<file path="src/design/mie_consts.vh">
`ifndef MIE_CONSTS_VH
`define MIE_CONSTS_VH
// ----------------------------------------
// Register map (byte addresses)
// ----------------------------------------
`define MIE_ADDR_ENABLE 4'h0
`define MIE_ADDR_STATUS 4'h4
`define MIE_ADDR_MASK 4'h8
`define MIE_ADDR_VECTOR 4'hC
// ----------------------------------------
// Enable register fields and reset
// ----------------------------------------
`define MIE_BIT_EXT0 0
`define MIE_BIT_TMR0 1
`define MIE_BIT_EXT1 2
`define MIE_BIT_TMR1 3
`define MIE_BIT_SER 4
`define MIE_BIT_TMR2 5
`define MIE_BIT_RSV 6
`define MIE_BIT_GLOBAL 7
`define MIE_ENABLE_WMASK 8'hBF
`define MIE_ENABLE_RESET 8'h00
`define MIE_SRC_MASK 6'h3F
// ----------------------------------------
// Code start addresses
// ----------------------------------------
`define MIE_VEC_RESET 16'h0000
`define MIE_VEC_EXT0 16'h0003
`define MIE_VEC_TMR0 16'h000B
`define MIE_VEC_EXT1 16'h0013
`define MIE_VEC_TMR1 16'h001B
`define MIE_VEC_SER 16'h0023
`define MIE_VEC_TMR2 16'h002B
// ----------------------------------------
// AXI response codes
// ----------------------------------------
`define MIE_RESP_OKAY 2'h0
`define MIE_RESP_SLVERR 2'h2
`endif

</file>
<file path="src/design/mie_irq_vector.v">
// How it works
// - One enable register gates every core source
// - Peripheral requests ORed into active-low line
// - Combined line drives core interrupt request
// - Timer and serial vectors, reset at zero
// - External-0 is peripheral line, vector 0003H
// - External-1 carries port-2 pins, vector 0013H
// - Bit 0 gates external interrupt 0
// - Bit 1 timer-0, bit 3 timer-1
// - Bit 2 gates external interrupt 1
// - Bit 4 gates serial port interrupt
// - Bit 5 gates timer-2 interrupt
// - Bit 7 global gate blocks all
// - Active-low port-2 inputs ORed for external-1
//
// The register offsets and the AXI4-Lite register port were decided locally.
`timescale 1ns/1ns
`default_nettype none
`include "mie_consts.vh"
module mie_irq_vector #(
	parameter NUM_PERIPH = 8,
	parameter NUM_PORT = 8
)(
	// Clock and reset
	input wire clk_sys,
	input wire srst,
	// AXI4-Lite write address
	input wire [3:0] s_axi_awaddr,
	input wire s_axi_awvalid,
	output wire s_axi_awready,
	// AXI4-Lite write data
	input wire [31:0] s_axi_wdata,
	input wire [3:0] s_axi_wstrb,
	input wire s_axi_wvalid,
	output wire s_axi_wready,
	// AXI4-Lite write response
	output reg [1:0] s_axi_bresp,
	output reg s_axi_bvalid,
	input wire s_axi_bready,
	// AXI4-Lite read address
	input wire [3:0] s_axi_araddr,
	input wire s_axi_arvalid,
	output wire s_axi_arready,
	// AXI4-Lite read data
	output reg [31:0] s_axi_rdata,
	output reg [1:0] s_axi_rresp,
	output reg s_axi_rvalid,
	input wire s_axi_rready,
	// Interrupt sources, active high except as noted
	input wire [NUM_PERIPH-1:0] periph_irq,
	input wire [NUM_PORT-1:0] port2_pin_n,
	input wire tmr0_irq,
	input wire tmr1_irq,
	input wire tmr2_irq,
	input wire serial_irq,
	// Toward the core
	output reg combined_periph_irq_line,
	output reg port_pin_irq_line,
	output reg [5:0] core_irq_req,
	output reg [15:0] core_vector,
	output reg core_vector_valid,
	// Summary interrupt
	output wire irq
);

	// ----------------------------------------
	// Register state
	// ----------------------------------------
	reg [7:0] irq_enable_reg;
	reg [5:0] irq_status;
	reg [5:0] irq_mask;
	reg [3:0] aw_addr;
	reg aw_held;
	reg [31:0] w_data;
	reg [3:0] w_strb;
	reg w_held;

	wire global_irq_gate = irq_enable_reg[`MIE_BIT_GLOBAL];
	wire tmr2_irq_gate = irq_enable_reg[`MIE_BIT_TMR2];
	wire serial_irq_gate = irq_enable_reg[`MIE_BIT_SER];
	wire tmr1_irq_gate = irq_enable_reg[`MIE_BIT_TMR1];
	wire ext1_irq_gate = irq_enable_reg[`MIE_BIT_EXT1];
	wire tmr0_irq_gate = irq_enable_reg[`MIE_BIT_TMR0];
	wire ext0_irq_gate = irq_enable_reg[`MIE_BIT_EXT0];

	// ----------------------------------------
	// Source combining
	// ----------------------------------------
	// Any peripheral request pulls the shared line low
	wire next_combined_n = ~(|periph_irq);
	// Port-2 pins are active low, so any low pin raises a request
	wire port_req = ~(&port2_pin_n);
	// Raw requests in enable-bit order, ext0 taken as level low
	wire [5:0] raw_req;
	assign raw_req[`MIE_BIT_EXT0] = ~combined_periph_irq_line;
	assign raw_req[`MIE_BIT_TMR0] = tmr0_irq;
	assign raw_req[`MIE_BIT_EXT1] = port_req;
	assign raw_req[`MIE_BIT_TMR1] = tmr1_irq;
	assign raw_req[`MIE_BIT_SER] = serial_irq;
	assign raw_req[`MIE_BIT_TMR2] = tmr2_irq;
	// Individual gates, one per source
	wire [5:0] src_gate;
	assign src_gate[`MIE_BIT_EXT0] = ext0_irq_gate;
	assign src_gate[`MIE_BIT_TMR0] = tmr0_irq_gate;
	assign src_gate[`MIE_BIT_EXT1] = ext1_irq_gate;
	assign src_gate[`MIE_BIT_TMR1] = tmr1_irq_gate;
	assign src_gate[`MIE_BIT_SER] = serial_irq_gate;
	assign src_gate[`MIE_BIT_TMR2] = tmr2_irq_gate;
	// Global gate over all of them
	wire [5:0] next_req = raw_req & src_gate & {6{global_irq_gate}};

	// ----------------------------------------
	// Vector priority
	// ----------------------------------------
	// Fixed priority, lowest vector address first as in the core
	function [15:0] pick_vector;
		input [5:0] req;
		begin
			if (req[`MIE_BIT_EXT0])
				pick_vector = `MIE_VEC_EXT0;
			else if (req[`MIE_BIT_TMR0])
				pick_vector = `MIE_VEC_TMR0;
			else if (req[`MIE_BIT_EXT1])
				pick_vector = `MIE_VEC_EXT1;
			else if (req[`MIE_BIT_TMR1])
				pick_vector = `MIE_VEC_TMR1;
			else if (req[`MIE_BIT_SER])
				pick_vector = `MIE_VEC_SER;
			else if (req[`MIE_BIT_TMR2])
				pick_vector = `MIE_VEC_TMR2;
			else
				pick_vector = `MIE_VEC_RESET;
		end
	endfunction

	// ----------------------------------------
	// Core outputs
	// ----------------------------------------
	// Registered outputs toward the core
	always @(posedge clk_sys)
	begin
		if (srst)
		begin
			combined_periph_irq_line <= 1'b1;
			port_pin_irq_line <= 1'b1;
			core_irq_req <= 6'h00;
			core_vector <= `MIE_VEC_RESET;
			core_vector_valid <= 1'b0;
		end
		else
		begin
			combined_periph_irq_line <= next_combined_n;
			port_pin_irq_line <= ~port_req;
			core_irq_req <= next_req;
			core_vector <= pick_vector(next_req);
			core_vector_valid <= |next_req;
		end
	end

	// ----------------------------------------
	// AXI4-Lite slave
	// ----------------------------------------
	// Mapped register offsets; everything else answers with an error
	function is_mapped;
		input [3:0] addr;
		begin
			is_mapped = (addr == `MIE_ADDR_ENABLE) | (addr == `MIE_ADDR_STATUS) |
				(addr == `MIE_ADDR_MASK) | (addr == `MIE_ADDR_VECTOR);
		end
	endfunction

	// Address and data are caught independently, in either order
	assign s_axi_awready = ~aw_held & ~s_axi_bvalid;
	assign s_axi_wready = ~w_held & ~s_axi_bvalid;
	assign s_axi_arready = ~s_axi_rvalid;
	wire aw_fire = s_axi_awvalid & s_axi_awready;
	wire w_fire = s_axi_wvalid & s_axi_wready;
	wire have_aw = aw_held | aw_fire;
	wire have_w = w_held | w_fire;
	wire [3:0] wr_addr = aw_held ? aw_addr : s_axi_awaddr;
	wire [31:0] wr_data = w_held ? w_data : s_axi_wdata;
	wire [3:0] wr_strb = w_held ? w_strb : s_axi_wstrb;
	wire wr_go = have_aw & have_w & ~s_axi_bvalid;
	wire wr_lane0 = wr_go & wr_strb[0];
	wire wr_hit = is_mapped(wr_addr);

	// ----------------------------------------
	// Register strobes, status and mask
	// ----------------------------------------
	// One strobe per writable register; the data sit in lane 0
	wire wr_enable = wr_lane0 & (wr_addr == `MIE_ADDR_ENABLE);
	wire wr_status = wr_lane0 & (wr_addr == `MIE_ADDR_STATUS);
	wire wr_mask = wr_lane0 & (wr_addr == `MIE_ADDR_MASK);

	// Sticky event flags; a new event beats a clear in the same cycle
	wire [5:0] w1c = wr_status ? wr_data[5:0] : 6'h00;
	wire [5:0] next_status = (irq_status & ~w1c) | (next_req & ~core_irq_req);
	assign irq = |(irq_status & irq_mask);

	// Status records rising gated requests only
	always @(posedge clk_sys)
	begin
		if (srst)
			irq_status <= 6'h00;
		else
			irq_status <= next_status;
	end

	// Mask shares the status layout
	always @(posedge clk_sys)
	begin
		if (srst)
			irq_mask <= 6'h00;
		else if (wr_mask)
			irq_mask <= wr_data[5:0] & `MIE_SRC_MASK;
	end

	// Enable register; reserved bit 6 never stores a one
	always @(posedge clk_sys)
	begin
		if (srst)
			irq_enable_reg <= `MIE_ENABLE_RESET;
		else if (wr_enable)
			irq_enable_reg <= wr_data[7:0] & `MIE_ENABLE_WMASK;
	end

	// ----------------------------------------
	// Write handshake
	// ----------------------------------------
	// Response waits for both halves, so a lone half is parked
	always @(posedge clk_sys)
	begin
		if (srst)
		begin
			aw_held <= 1'b0;
			w_held <= 1'b0;
			aw_addr <= 4'h0;
			w_data <= 32'h0000_0000;
			w_strb <= 4'h0;
			s_axi_bvalid <= 1'b0;
			s_axi_bresp <= `MIE_RESP_OKAY;
		end
		else
		begin
			if (aw_fire)
				aw_addr <= s_axi_awaddr;
			if (w_fire)
			begin
				w_data <= s_axi_wdata;
				w_strb <= s_axi_wstrb;
			end
			if (wr_go)
			begin
				aw_held <= 1'b0;
				w_held <= 1'b0;
				s_axi_bvalid <= 1'b1;
				s_axi_bresp <= wr_hit ? `MIE_RESP_OKAY : `MIE_RESP_SLVERR;
			end
			else
			begin
				aw_held <= have_aw;
				w_held <= have_w;
				if (s_axi_bready)
					s_axi_bvalid <= 1'b0;
			end
		end
	end

	// ----------------------------------------
	// Read data
	// ----------------------------------------
	// Read mux; unmapped reads answer zero with an error
	reg [31:0] rd_val;
	reg rd_hit;
	always @*
	begin
		rd_val = 32'h0000_0000;
		rd_hit = is_mapped(s_axi_araddr);
		case (s_axi_araddr)
			`MIE_ADDR_ENABLE: rd_val = {24'h000000, irq_enable_reg};
			`MIE_ADDR_STATUS: rd_val = {26'h0, irq_status};
			`MIE_ADDR_MASK: rd_val = {26'h0, irq_mask};
			`MIE_ADDR_VECTOR: rd_val = {15'h0000, core_vector_valid, core_vector};
			default: rd_val = 32'h0000_0000;
		endcase
	end

	// Read channel, one cycle to answer
	always @(posedge clk_sys)
	begin
		if (srst)
		begin
			s_axi_rvalid <= 1'b0;
			s_axi_rdata <= 32'h0000_0000;
			s_axi_rresp <= `MIE_RESP_OKAY;
		end
		else if (s_axi_arvalid && s_axi_arready)
		begin
			s_axi_rvalid <= 1'b1;
			s_axi_rdata <= rd_val;
			s_axi_rresp <= rd_hit ? `MIE_RESP_OKAY : `MIE_RESP_SLVERR;
		end
		else if (s_axi_rready)
			s_axi_rvalid <= 1'b0;
	end

endmodule
`default_nettype wire

</file>
<file path="config.mk">
export PLATFORM = sky130hd
export DESIGN_NAME = mie_irq_vector
export DESIGN_NICKNAME = d
export VERILOG_FILES = /design/src/design/mie_irq_vector.v
export VERILOG_INCLUDE_DIRS = /design/src /design/src/design
export SDC_FILE = /design/constraint.sdc
export NUM_CORES = 1
export LEC_CHECK = 0
export BUFFER_PORTS_ARGS = -buffer_cell sky130_fd_sc_hd__buf_2
export CORE_ASPECT_RATIO = 0.5
export CORE_UTILIZATION = 49
export DETAILED_ROUTE_END_ITERATION = 6
export PLACE_DENSITY = 0.84
export SLEW_MARGIN = 20
export SYNTH_ARGS = -nofsm -noshare
export SYNTH_HDL_FRONTEND = slang
export SYNTH_SLANG_ARGS = --single-unit
export TNS_END_PERCENT = 100
</file>
<file path="constraint.sdc">
create_clock -name clk_sys -period 4.2 [get_ports clk_sys]
set_input_delay 0.84 -clock clk_sys [delete_from_list [all_inputs] [get_ports clk_sys]]
set_output_delay 0.84 -clock clk_sys [all_outputs]
set_load 0.01 [all_outputs]
</file>
==> results of run 1 <==
[cell usage in the layout (no fill, tap or decap), types with 3 or more instances in the layout]
cell	count
sky130_fd_sc_hd__a211oi_1	15
sky130_fd_sc_hd__a21oi_1	29
sky130_fd_sc_hd__a22oi_1	5
sky130_fd_sc_hd__a31oi_1	4
sky130_fd_sc_hd__and2_1	4
sky130_fd_sc_hd__buf_2	72
sky130_fd_sc_hd__clkbuf_16	9
sky130_fd_sc_hd__clkinv_2	3
sky130_fd_sc_hd__conb_1	37
sky130_fd_sc_hd__dfxtp_1	58
sky130_fd_sc_hd__inv_1	7
sky130_fd_sc_hd__mux2i_1	20
sky130_fd_sc_hd__nand2_1	26
sky130_fd_sc_hd__nand2b_1	4
sky130_fd_sc_hd__nand3_1	6
sky130_fd_sc_hd__nor2_1	32
sky130_fd_sc_hd__nor3_1	5
sky130_fd_sc_hd__nor3b_1	3
sky130_fd_sc_hd__o211a_1	4
sky130_fd_sc_hd__o21ai_0	4
sky130_fd_sc_hd__o221ai_1	4
sky130_fd_sc_hd__o22ai_1	3
[where the power goes]
group	switching, mW	internal, mW	total (mW)
clock network	0.245	0.487	0.732
registers	0.0218	0.572	0.594
logic	0.0988	0.0598	0.159
[logic make-up after synthesis]
logic type,after synthesis,synth area share
compound gates,76,0.188
buf+inv,63,0.140
flops,58,0.416
mux,21,0.0798
other cells,1,0.00134
simple gates,99,0.174
[critical path, stage by stage]
cell	delay, ns
sky130_fd_sc_hd__buf_2	0.11
sky130_fd_sc_hd__or3_4	0.40
sky130_fd_sc_hd__a2111oi_4	0.86
sky130_fd_sc_hd__and2_1	0.41
sky130_fd_sc_hd__a211oi_1	0.13
[path summary, 6_finish.rpt]
kind                                              startpoint                              to  slack, ns  cells after the start
worst max-delay path                         s_axi_awaddr[0]  irq_enable_reg[0]$_SDFFE_PP0P_       1.61                      5
worst min-delay path            s_axi_rdata[16]$_SDFFE_PP0P_    s_axi_rdata[16]$_SDFFE_PP0P_       0.45                      2
worst max register to register            aw_held$_SDFF_PP0_  irq_enable_reg[0]$_SDFFE_PP0P_       1.63                      4
worst min register to register  s_axi_rdata[16]$_SDFFE_PP0P_    s_axi_rdata[16]$_SDFFE_PP0P_       0.45                      2
[through the flow]
stage	std cells	util	cell area [sq um]	power, mW	worst slack (ns)
2_1_floorplan	354	-	2930	0.733	1.96
3_3_place_gp	440	0.578	3010	0.749	1.43
3_5_place_dp	440	0.578	3010	0.759	1.36
4_1_cts	456	0.637	3310	1.49	1.62
5_1_grt	456	0.637	3310	1.54	1.50
6_report	456	0.637	3310	1.48	1.61
[routing by layer]
metal	part of all wire	vias up	wire length [um]
li1	-	1171	-
met1	0.42	1182	2900
met2	0.48	134	3330
met3	0.077	15	529
met4	0.018	0	123
met5	0	-	0
[layout make-up]
class	instances	share of cell area
Timing Repair Buffer	72	0.109
Clock buffer	11	0.0763
Sequential cell	58	0.350
Clock inverter	5	0.0159
Tap cell	70	0.0264
Multi-Input combinational cell	233	0.414
Inverter	7	0.00793
==> key figures, run 1 <==
Timing
  • Max-slew violation count: 0
  • Worst slew pin tran: 0.907 ns
  • Minimum hold slack: 0.451 ns
  • Final Cycle Share: 0.617
  • Setup Viol. Count Final: 0
  • Worst relative slew slack: 0.395
  • Final hold violation count: 0
  • Worst setup skew after layout: between 0.005 and 0.006 ns
  • Minimum clock period after layout: ~2.6 ns
  • Setup repair after global routing missed its margin: no
  • Highest clock frequency the design can meet: roughly 0.39 GHz
  • Accumulated negative setup slack: 0 ns

Synth
  • Synth area leader: sky130_fd_sc_hd__dfxtp_1
  • Post-synthesis instance total: 318
  • Primary flip-flop cell chosen by synthesis mapping: sky130_fd_sc_hd__dfxtp_1
  • Portion of synthesized cell area occupied by the leading cell type: 0.416
  • Synth unique cells: 44
  • Seq cells post-synth: 58
  • Leading post-synthesis cells by cell area: sky130_fd_sc_hd__dfxtp_1 42%, sky130_fd_sc_hd__buf_4 10%, sky130_fd_sc_hd__mux2i_1 7.2%, sky130_fd_sc_hd__a21oi_1 5.2%, sky130_fd_sc_hd__nor2_1 4.3%
  • Number of enable-type register cells in the synthesized netlist: 0
  • Most numerous cell types in the synthesized netlist: 58 x sky130_fd_sc_hd__dfxtp_1, 38 x sky130_fd_sc_hd__buf_4, 32 x sky130_fd_sc_hd__nor2_1, 29 x sky130_fd_sc_hd__a21oi_1, 26 x sky130_fd_sc_hd__nand2_1
  • Most common cell in the synthesized netlist: sky130_fd_sc_hd__dfxtp_1
  • Async set or reset register ratio after synthesis: 0
  • Synthesis warning total: 0
  • Proportion of synthesized chip area in sequential cells: 0.416
  • Mean post-synth cell area: just under 9 sq um
  • Syn Std Cell Area: about 2800 sq um

Setup path
  • Crit path arrival time: 2.75 ns
  • Crit start category: primary input
  • Kind of end point of the critical path: flop
  • CP Data Required Time: 4.36 ns
  • Biggest fanout along the worst timing path: 17
  • Type of the setup path with the least slack: primary input to flop

Finish
  • Net total in the final layout: 452
  • Largest register FFs: 8
  • Sequential standard cell area: about 1200 sq um
  • Antenna Diode Count: 0
  • P&R area growth vs syn: 18.7%
  • Fill count: 411
  • Area of the multi-input gates: 1370 sq um
  • Share of post-route cells with drive strength above 1: 0.254

Global routing
  • Global routing usage summed across all routing layers: 0.245
  • Number of antenna violations at the first check in global routing: 0
  • Remaining Overflow, GRT: 0
  • M1 GR Usage: 0.293
  • Met3 usage in global routing: 0.0815
  • First-pass GRT wire length: 11.3 mm
  • Via count of the first global-routing pass: 2477
  • Most crowded layer after global routing: met2
  • Global-route met2 utilization: 0.401
  • Pin count of the biggest net entering global routing: 47

Clock tree
  • Number of buffers inserted during clock tree synthesis: 9
  • Maximum level of the CTS H-tree: 3
  • Clock tree buffer depth: 2
  • Worst-skew pair later-pin latency: between 0.3 and 0.4 ns
  • Count of hold-fix buffers inserted at cts: 0
  • Clock slew at the register clock pins of the worst setup and hold paths: 0.05 ns
  • Resized cells post-CTS: 0
  • Number of sinks handled by clock tree synthesis: 58
  • TritonCTS clock tree: yes
  • Clock root cell: sky130_fd_sc_hd__clkbuf_16
  • Setup bufs post-CTS: 0

Power
  • Standby leakage power: roughly 1.5 nW
  • Maximum vdd drop: about 0.00021 V
  • Power density over the cells: 448 nW/um^2

Routing
  • Ratio of routed vias to standard cells: about 5.5
  • Vias after detailed routing: 2502
  • Initial DRT Pass Iterations: 4
  • 1st-iter DRT viols: 158
  • WL per Instance: roughly 15 um
  • Residual antenna-violating net count after detailed routing: 0
  • DRC violations left: 0
  • Post-Route WL: 6.88 mm

Floorplanning
  • Die width: 109 um
  • Number of ports placed on the die boundary: 138
  • Overall die area: 6020 sq um
  • Initial core utilization: 0.537
  • Core Region: 5200 sq um
  • Num rows: 18
  • Die height: 55.4 um

Worst hold path
  • Min-delay worst type: flop to flop

Place
  • Final weighted congestion in routability-driven placement: approximately 0.9
  • Count of input and output buffers: 72
  • HPWL after detailed placement: 4.87 mm

Flow run
  • Maximum Capacitance Violations: 0

Status
  • Run status: finished clean
(Power assumes the default switching activity.)
==> run 2, diff against run 1 <==
Settings changed: ABC_AREA from default to 1, CORE_UTILIZATION 49 to 46, PLACE_DENSITY 0.84 to 0.78.
Clock period 4.2 ns to 2.5 ns, I/O delays scaled along.
==> run 2 against run 1 <==
  * Power increased by 68%
  * Utilization down 6.6 points
  * Global-route usage down 4.1 points
  * Via count is 5.8% higher
  * First-iteration DRC count is 11% lower
  * Register-to-register slack got worse by 0.86 ns
  * Sequential power grew 68%
  * Clock skew is essentially flat
  * Setup slack got worse by 0.87 ns
  * Non-clock buffer count is 3 higher
  * Flip-flop and latch count unchanged
  * Clock-buffer cell count rose by 3
==> key figures, run 2 <==
Synth
  • Synthesis warning total: 0
  • Number of enable-type register cells in the synthesized netlist: 0
  • Leading post-synthesis cells by cell area: sky130_fd_sc_hd__dfxtp_1 40%, sky130_fd_sc_hd__nand2_1 14%, sky130_fd_sc_hd__buf_4 10%, sky130_fd_sc_hd__nor2_1 9.7%, sky130_fd_sc_hd__nand3_1 5.7%
  • Post-synthesis instance total: around 430
  • Async set or reset register ratio after synthesis: 0
  • Portion of synthesized cell area occupied by the leading cell type: 0.400
  • Seq cells post-synth: 58
  • Synth unique cells: 28
  • Syn Std Cell Area: 2910 sq um
  • Most numerous cell types in the synthesized netlist: 110 x sky130_fd_sc_hd__nand2_1, 75 x sky130_fd_sc_hd__nor2_1, 58 x sky130_fd_sc_hd__dfxtp_1, 39 x sky130_fd_sc_hd__buf_4, 37 x sky130_fd_sc_hd__inv_1
  • Mean post-synth cell area: between 6 and 7 sq um
  • Synth area leader: sky130_fd_sc_hd__dfxtp_1
  • Proportion of synthesized chip area in sequential cells: 0.400
  • Primary flip-flop cell chosen by synthesis mapping: sky130_fd_sc_hd__dfxtp_1
  • Most common cell in the synthesized netlist: sky130_fd_sc_hd__nand2_1

Floorplanning
  • Num rows: 20
  • Initial core utilization: 0.478
  • Die width: 114 um
  • Number of ports placed on the die boundary: 138
  • Overall die area: 6660 sq um
  • Core Region: 6080 sq um
  • Die height: 58.2 um

Clock tree
  • TritonCTS clock tree: yes
  • Setup bufs post-CTS: 0
  • Clock slew at the register clock pins of the worst setup and hold paths: 0.05 ns
  • Clock tree buffer depth: 2
  • Maximum level of the CTS H-tree: 3
  • Clock root cell: sky130_fd_sc_hd__clkbuf_16
  • Number of buffers inserted during clock tree synthesis: 9
  • Number of sinks handled by clock tree synthesis: 58
  • Resized cells post-CTS: 0
  • Count of hold-fix buffers inserted at cts: 0
  • Worst-skew pair later-pin latency: 0.32 ns

Finish
  • Fill count: 588
  • Net total in the final layout: 575
  • Most common library cell in the layout ignoring fill and taps: sky130_fd_sc_hd__nand2_1
  • Share of post-route cells with drive strength above 1: 0.204
  • Total non-filler cell area in the finished layout: 3470 sq um
  • Largest register FFs: 8
  • Most frequent cells in the layout: 110 x sky130_fd_sc_hd__nand2_1, 75 x sky130_fd_sc_hd__nor2_1, 72 x sky130_fd_sc_hd__buf_2
  • Antenna Diode Count: 0
  • P&R area growth vs syn: 19.6%

Routing
  • 1st-iter DRT viols: 141
  • Residual antenna-violating net count after detailed routing: 0
  • Initial DRT Pass Iterations: 4
  • Post-Route WL: 6.12 mm
  • WL per Instance: 10.3 um
  • Vias after detailed routing: 2648
  • DRC violations left: 0
  • Ratio of routed vias to standard cells: 4.44

Worst hold path
  • Instance count along the most critical hold path: 4
  • Min-delay worst type: primary input to flop

Status
  • Run status: finished clean

Setup path
  • Crit start category: flop
  • Termination of the worst setup path: irq
  • Kind of end point of the critical path: primary output
  • Critical R2R Capture: irq_status[5]$_SDFF_PP0_
  • Type of the setup path with the least slack: flop to primary output
  • Crit path arrival time: 1.26 ns
  • Worst flop-to-flop path startpoint: w_held$_SDFF_PP0_
  • Worst reg2reg setup slack: about 0.77 ns
  • Biggest fanout along the worst timing path: 3
  • CP Data Required Time: 2.00 ns
  • Number of cells on the worst reg-to-reg path: 7
  • Start point of the critical path: irq_mask[0]$_SDFFE_PP0P_

Place
  • Post-placement setup slack: 0.758 ns
  • Placed Area: 3170 sq um
  • Final weighted congestion in routability-driven placement: 0.815
  • Count of input and output buffers: ~70
  • HPWL after detailed placement: between 4 and 5 mm

Timing
  • Highest clock frequency the design can meet: 0.567 GHz
  • Worst slew pin tran: 0.512 ns
  • Worst setup skew after layout: between 0.004 and 0.005 ns
  • Worst relative slew slack: 0.655
  • Minimum clock period after layout: between 1.5 and 2 ns
  • Final hold violation count: 0
  • Minimum setup slack in the final design: ~0.74 ns
  • Final Cycle Share: 0.706
  • Accumulated negative setup slack: 0 ns
  • Setup Viol. Count Final: 0
  • Setup repair after global routing missed its margin: no
  • Max-slew violation count: 0

Power
  • Standby leakage power: 1.76 nW
  • Power density over the cells: 717 nW/um^2
  • Maximum vdd drop: 0.000352 V
  • Final Total Pwr: 2.49 mW

Global routing
  • First-pass GRT wire length: 10.4 mm
  • Number of antenna violations at the first check in global routing: 0
  • Via count of the first global-routing pass: 2273
  • Remaining Overflow, GRT: 0
  • Pin count of the biggest net entering global routing: 30
  • Global routing usage summed across all routing layers: 0.205

Flow run
  • Maximum Capacitance Violations: 0
[run 2: cell count changes in the layout (fill, tap and decap cells not counted), moves of 13 or more]
| cell | previous run | this run |
|---|---|---|
| sky130_fd_sc_hd__nor2_1 | 32 | 75 |
| sky130_fd_sc_hd__a21oi_1 | 29 | 16 |
| sky130_fd_sc_hd__a211oi_1 | 15 | 0 |
| sky130_fd_sc_hd__mux2i_1 | 20 | 1 |
| sky130_fd_sc_hd__inv_1 | 7 | 37 |
| sky130_fd_sc_hd__nand3_1 | 6 | 33 |
| sky130_fd_sc_hd__nand2_1 | 26 | 110 |
| sky130_fd_sc_hd__o21ai_0 | 4 | 27 |
[run 2: final cells by class]
class	count	area [sq um]	area share
Clock buffer	14	264	0.0760
Timing Repair Buffer	75	383	0.110
Tap cell	88	110	0.0317
Inverter	40	150	0.0432
Clock inverter	2	35.0	0.0101
Multi-Input combinational cell	320	1370	0.394
Sequential cell	58	1160	0.334
[run 2: metrics by stage]
stage,hold WS [ns],utilization,instances
after global routing,0.441,0.571,597
after detailed placement,0.455,0.522,581
after global placement,0.452,0.522,581
after CTS,0.407,0.571,597
final,0.412,0.571,597
after floorplan,0.445,-,468
[run 2: worst max-delay path, stage by stage, from the launching register on]
cell                       delay, ns
sky130_fd_sc_hd__dfxtp_1        0.34
sky130_fd_sc_hd__nand2_1        0.07
sky130_fd_sc_hd__nand2_1        0.05
sky130_fd_sc_hd__a221oi_1       0.21
sky130_fd_sc_hd__nand3_1        0.12
sky130_fd_sc_hd__buf_2          0.16
[run 2: metal layers]
layer | vias to the layer above | GRT usage | part of all wire
li1 | 1420 | - | -
met1 | 1133 | 0.279 | 0.50
met2 | 88 | 0.313 | 0.43
met3 | 7 | 0.0628 | 0.066
met4 | 0 | 0.0612 | 0.0087
met5 | - | 0 | 0
[run 2: cell families (layout without fill, tap and decap cells)]
logic type	after synthesis	after routing	synth area share
other cells	1	37	0.00129
flops	58	58	0.400
simple gates	235	235	0.335
mux	1	1	0.00345
buf+inv	90	131	0.175
compound gates	47	47	0.0857
[run 2: how the worst min path moves through the flow]
stage                                      from                             endpoint  slack, ns
floorplan               aw_addr[3]$_SDFFE_PP0P_              aw_addr[3]$_SDFFE_PP0P_       0.44
global placement     core_irq_req[5]$_SDFF_PP0_             irq_status[5]$_SDFF_PP0_       0.45
detailed placement  s_axi_rdata[4]$_SDFFE_PP0P_          s_axi_rdata[4]$_SDFFE_PP0P_       0.46
CTS                               periph_irq[6]  combined_periph_irq_line$_SDFF_PP1_       0.41
global route                      periph_irq[6]  combined_periph_irq_line$_SDFF_PP1_       0.44
finish                            periph_irq[6]  combined_periph_irq_line$_SDFF_PP1_       0.41
[run 2: report_power, final]
part / total, mW / leakage [nW] / switching [mW] / internal [mW]
combinational: 0.286 / 1.14 / 0.186 / 0.100
sequential: 0.998 / 0.473 / 0.0302 / 0.968
clock: 1.20 / 0.147 / 0.382 / 0.822
total: 2.49 / 1.76 / 0.598 / 1.89
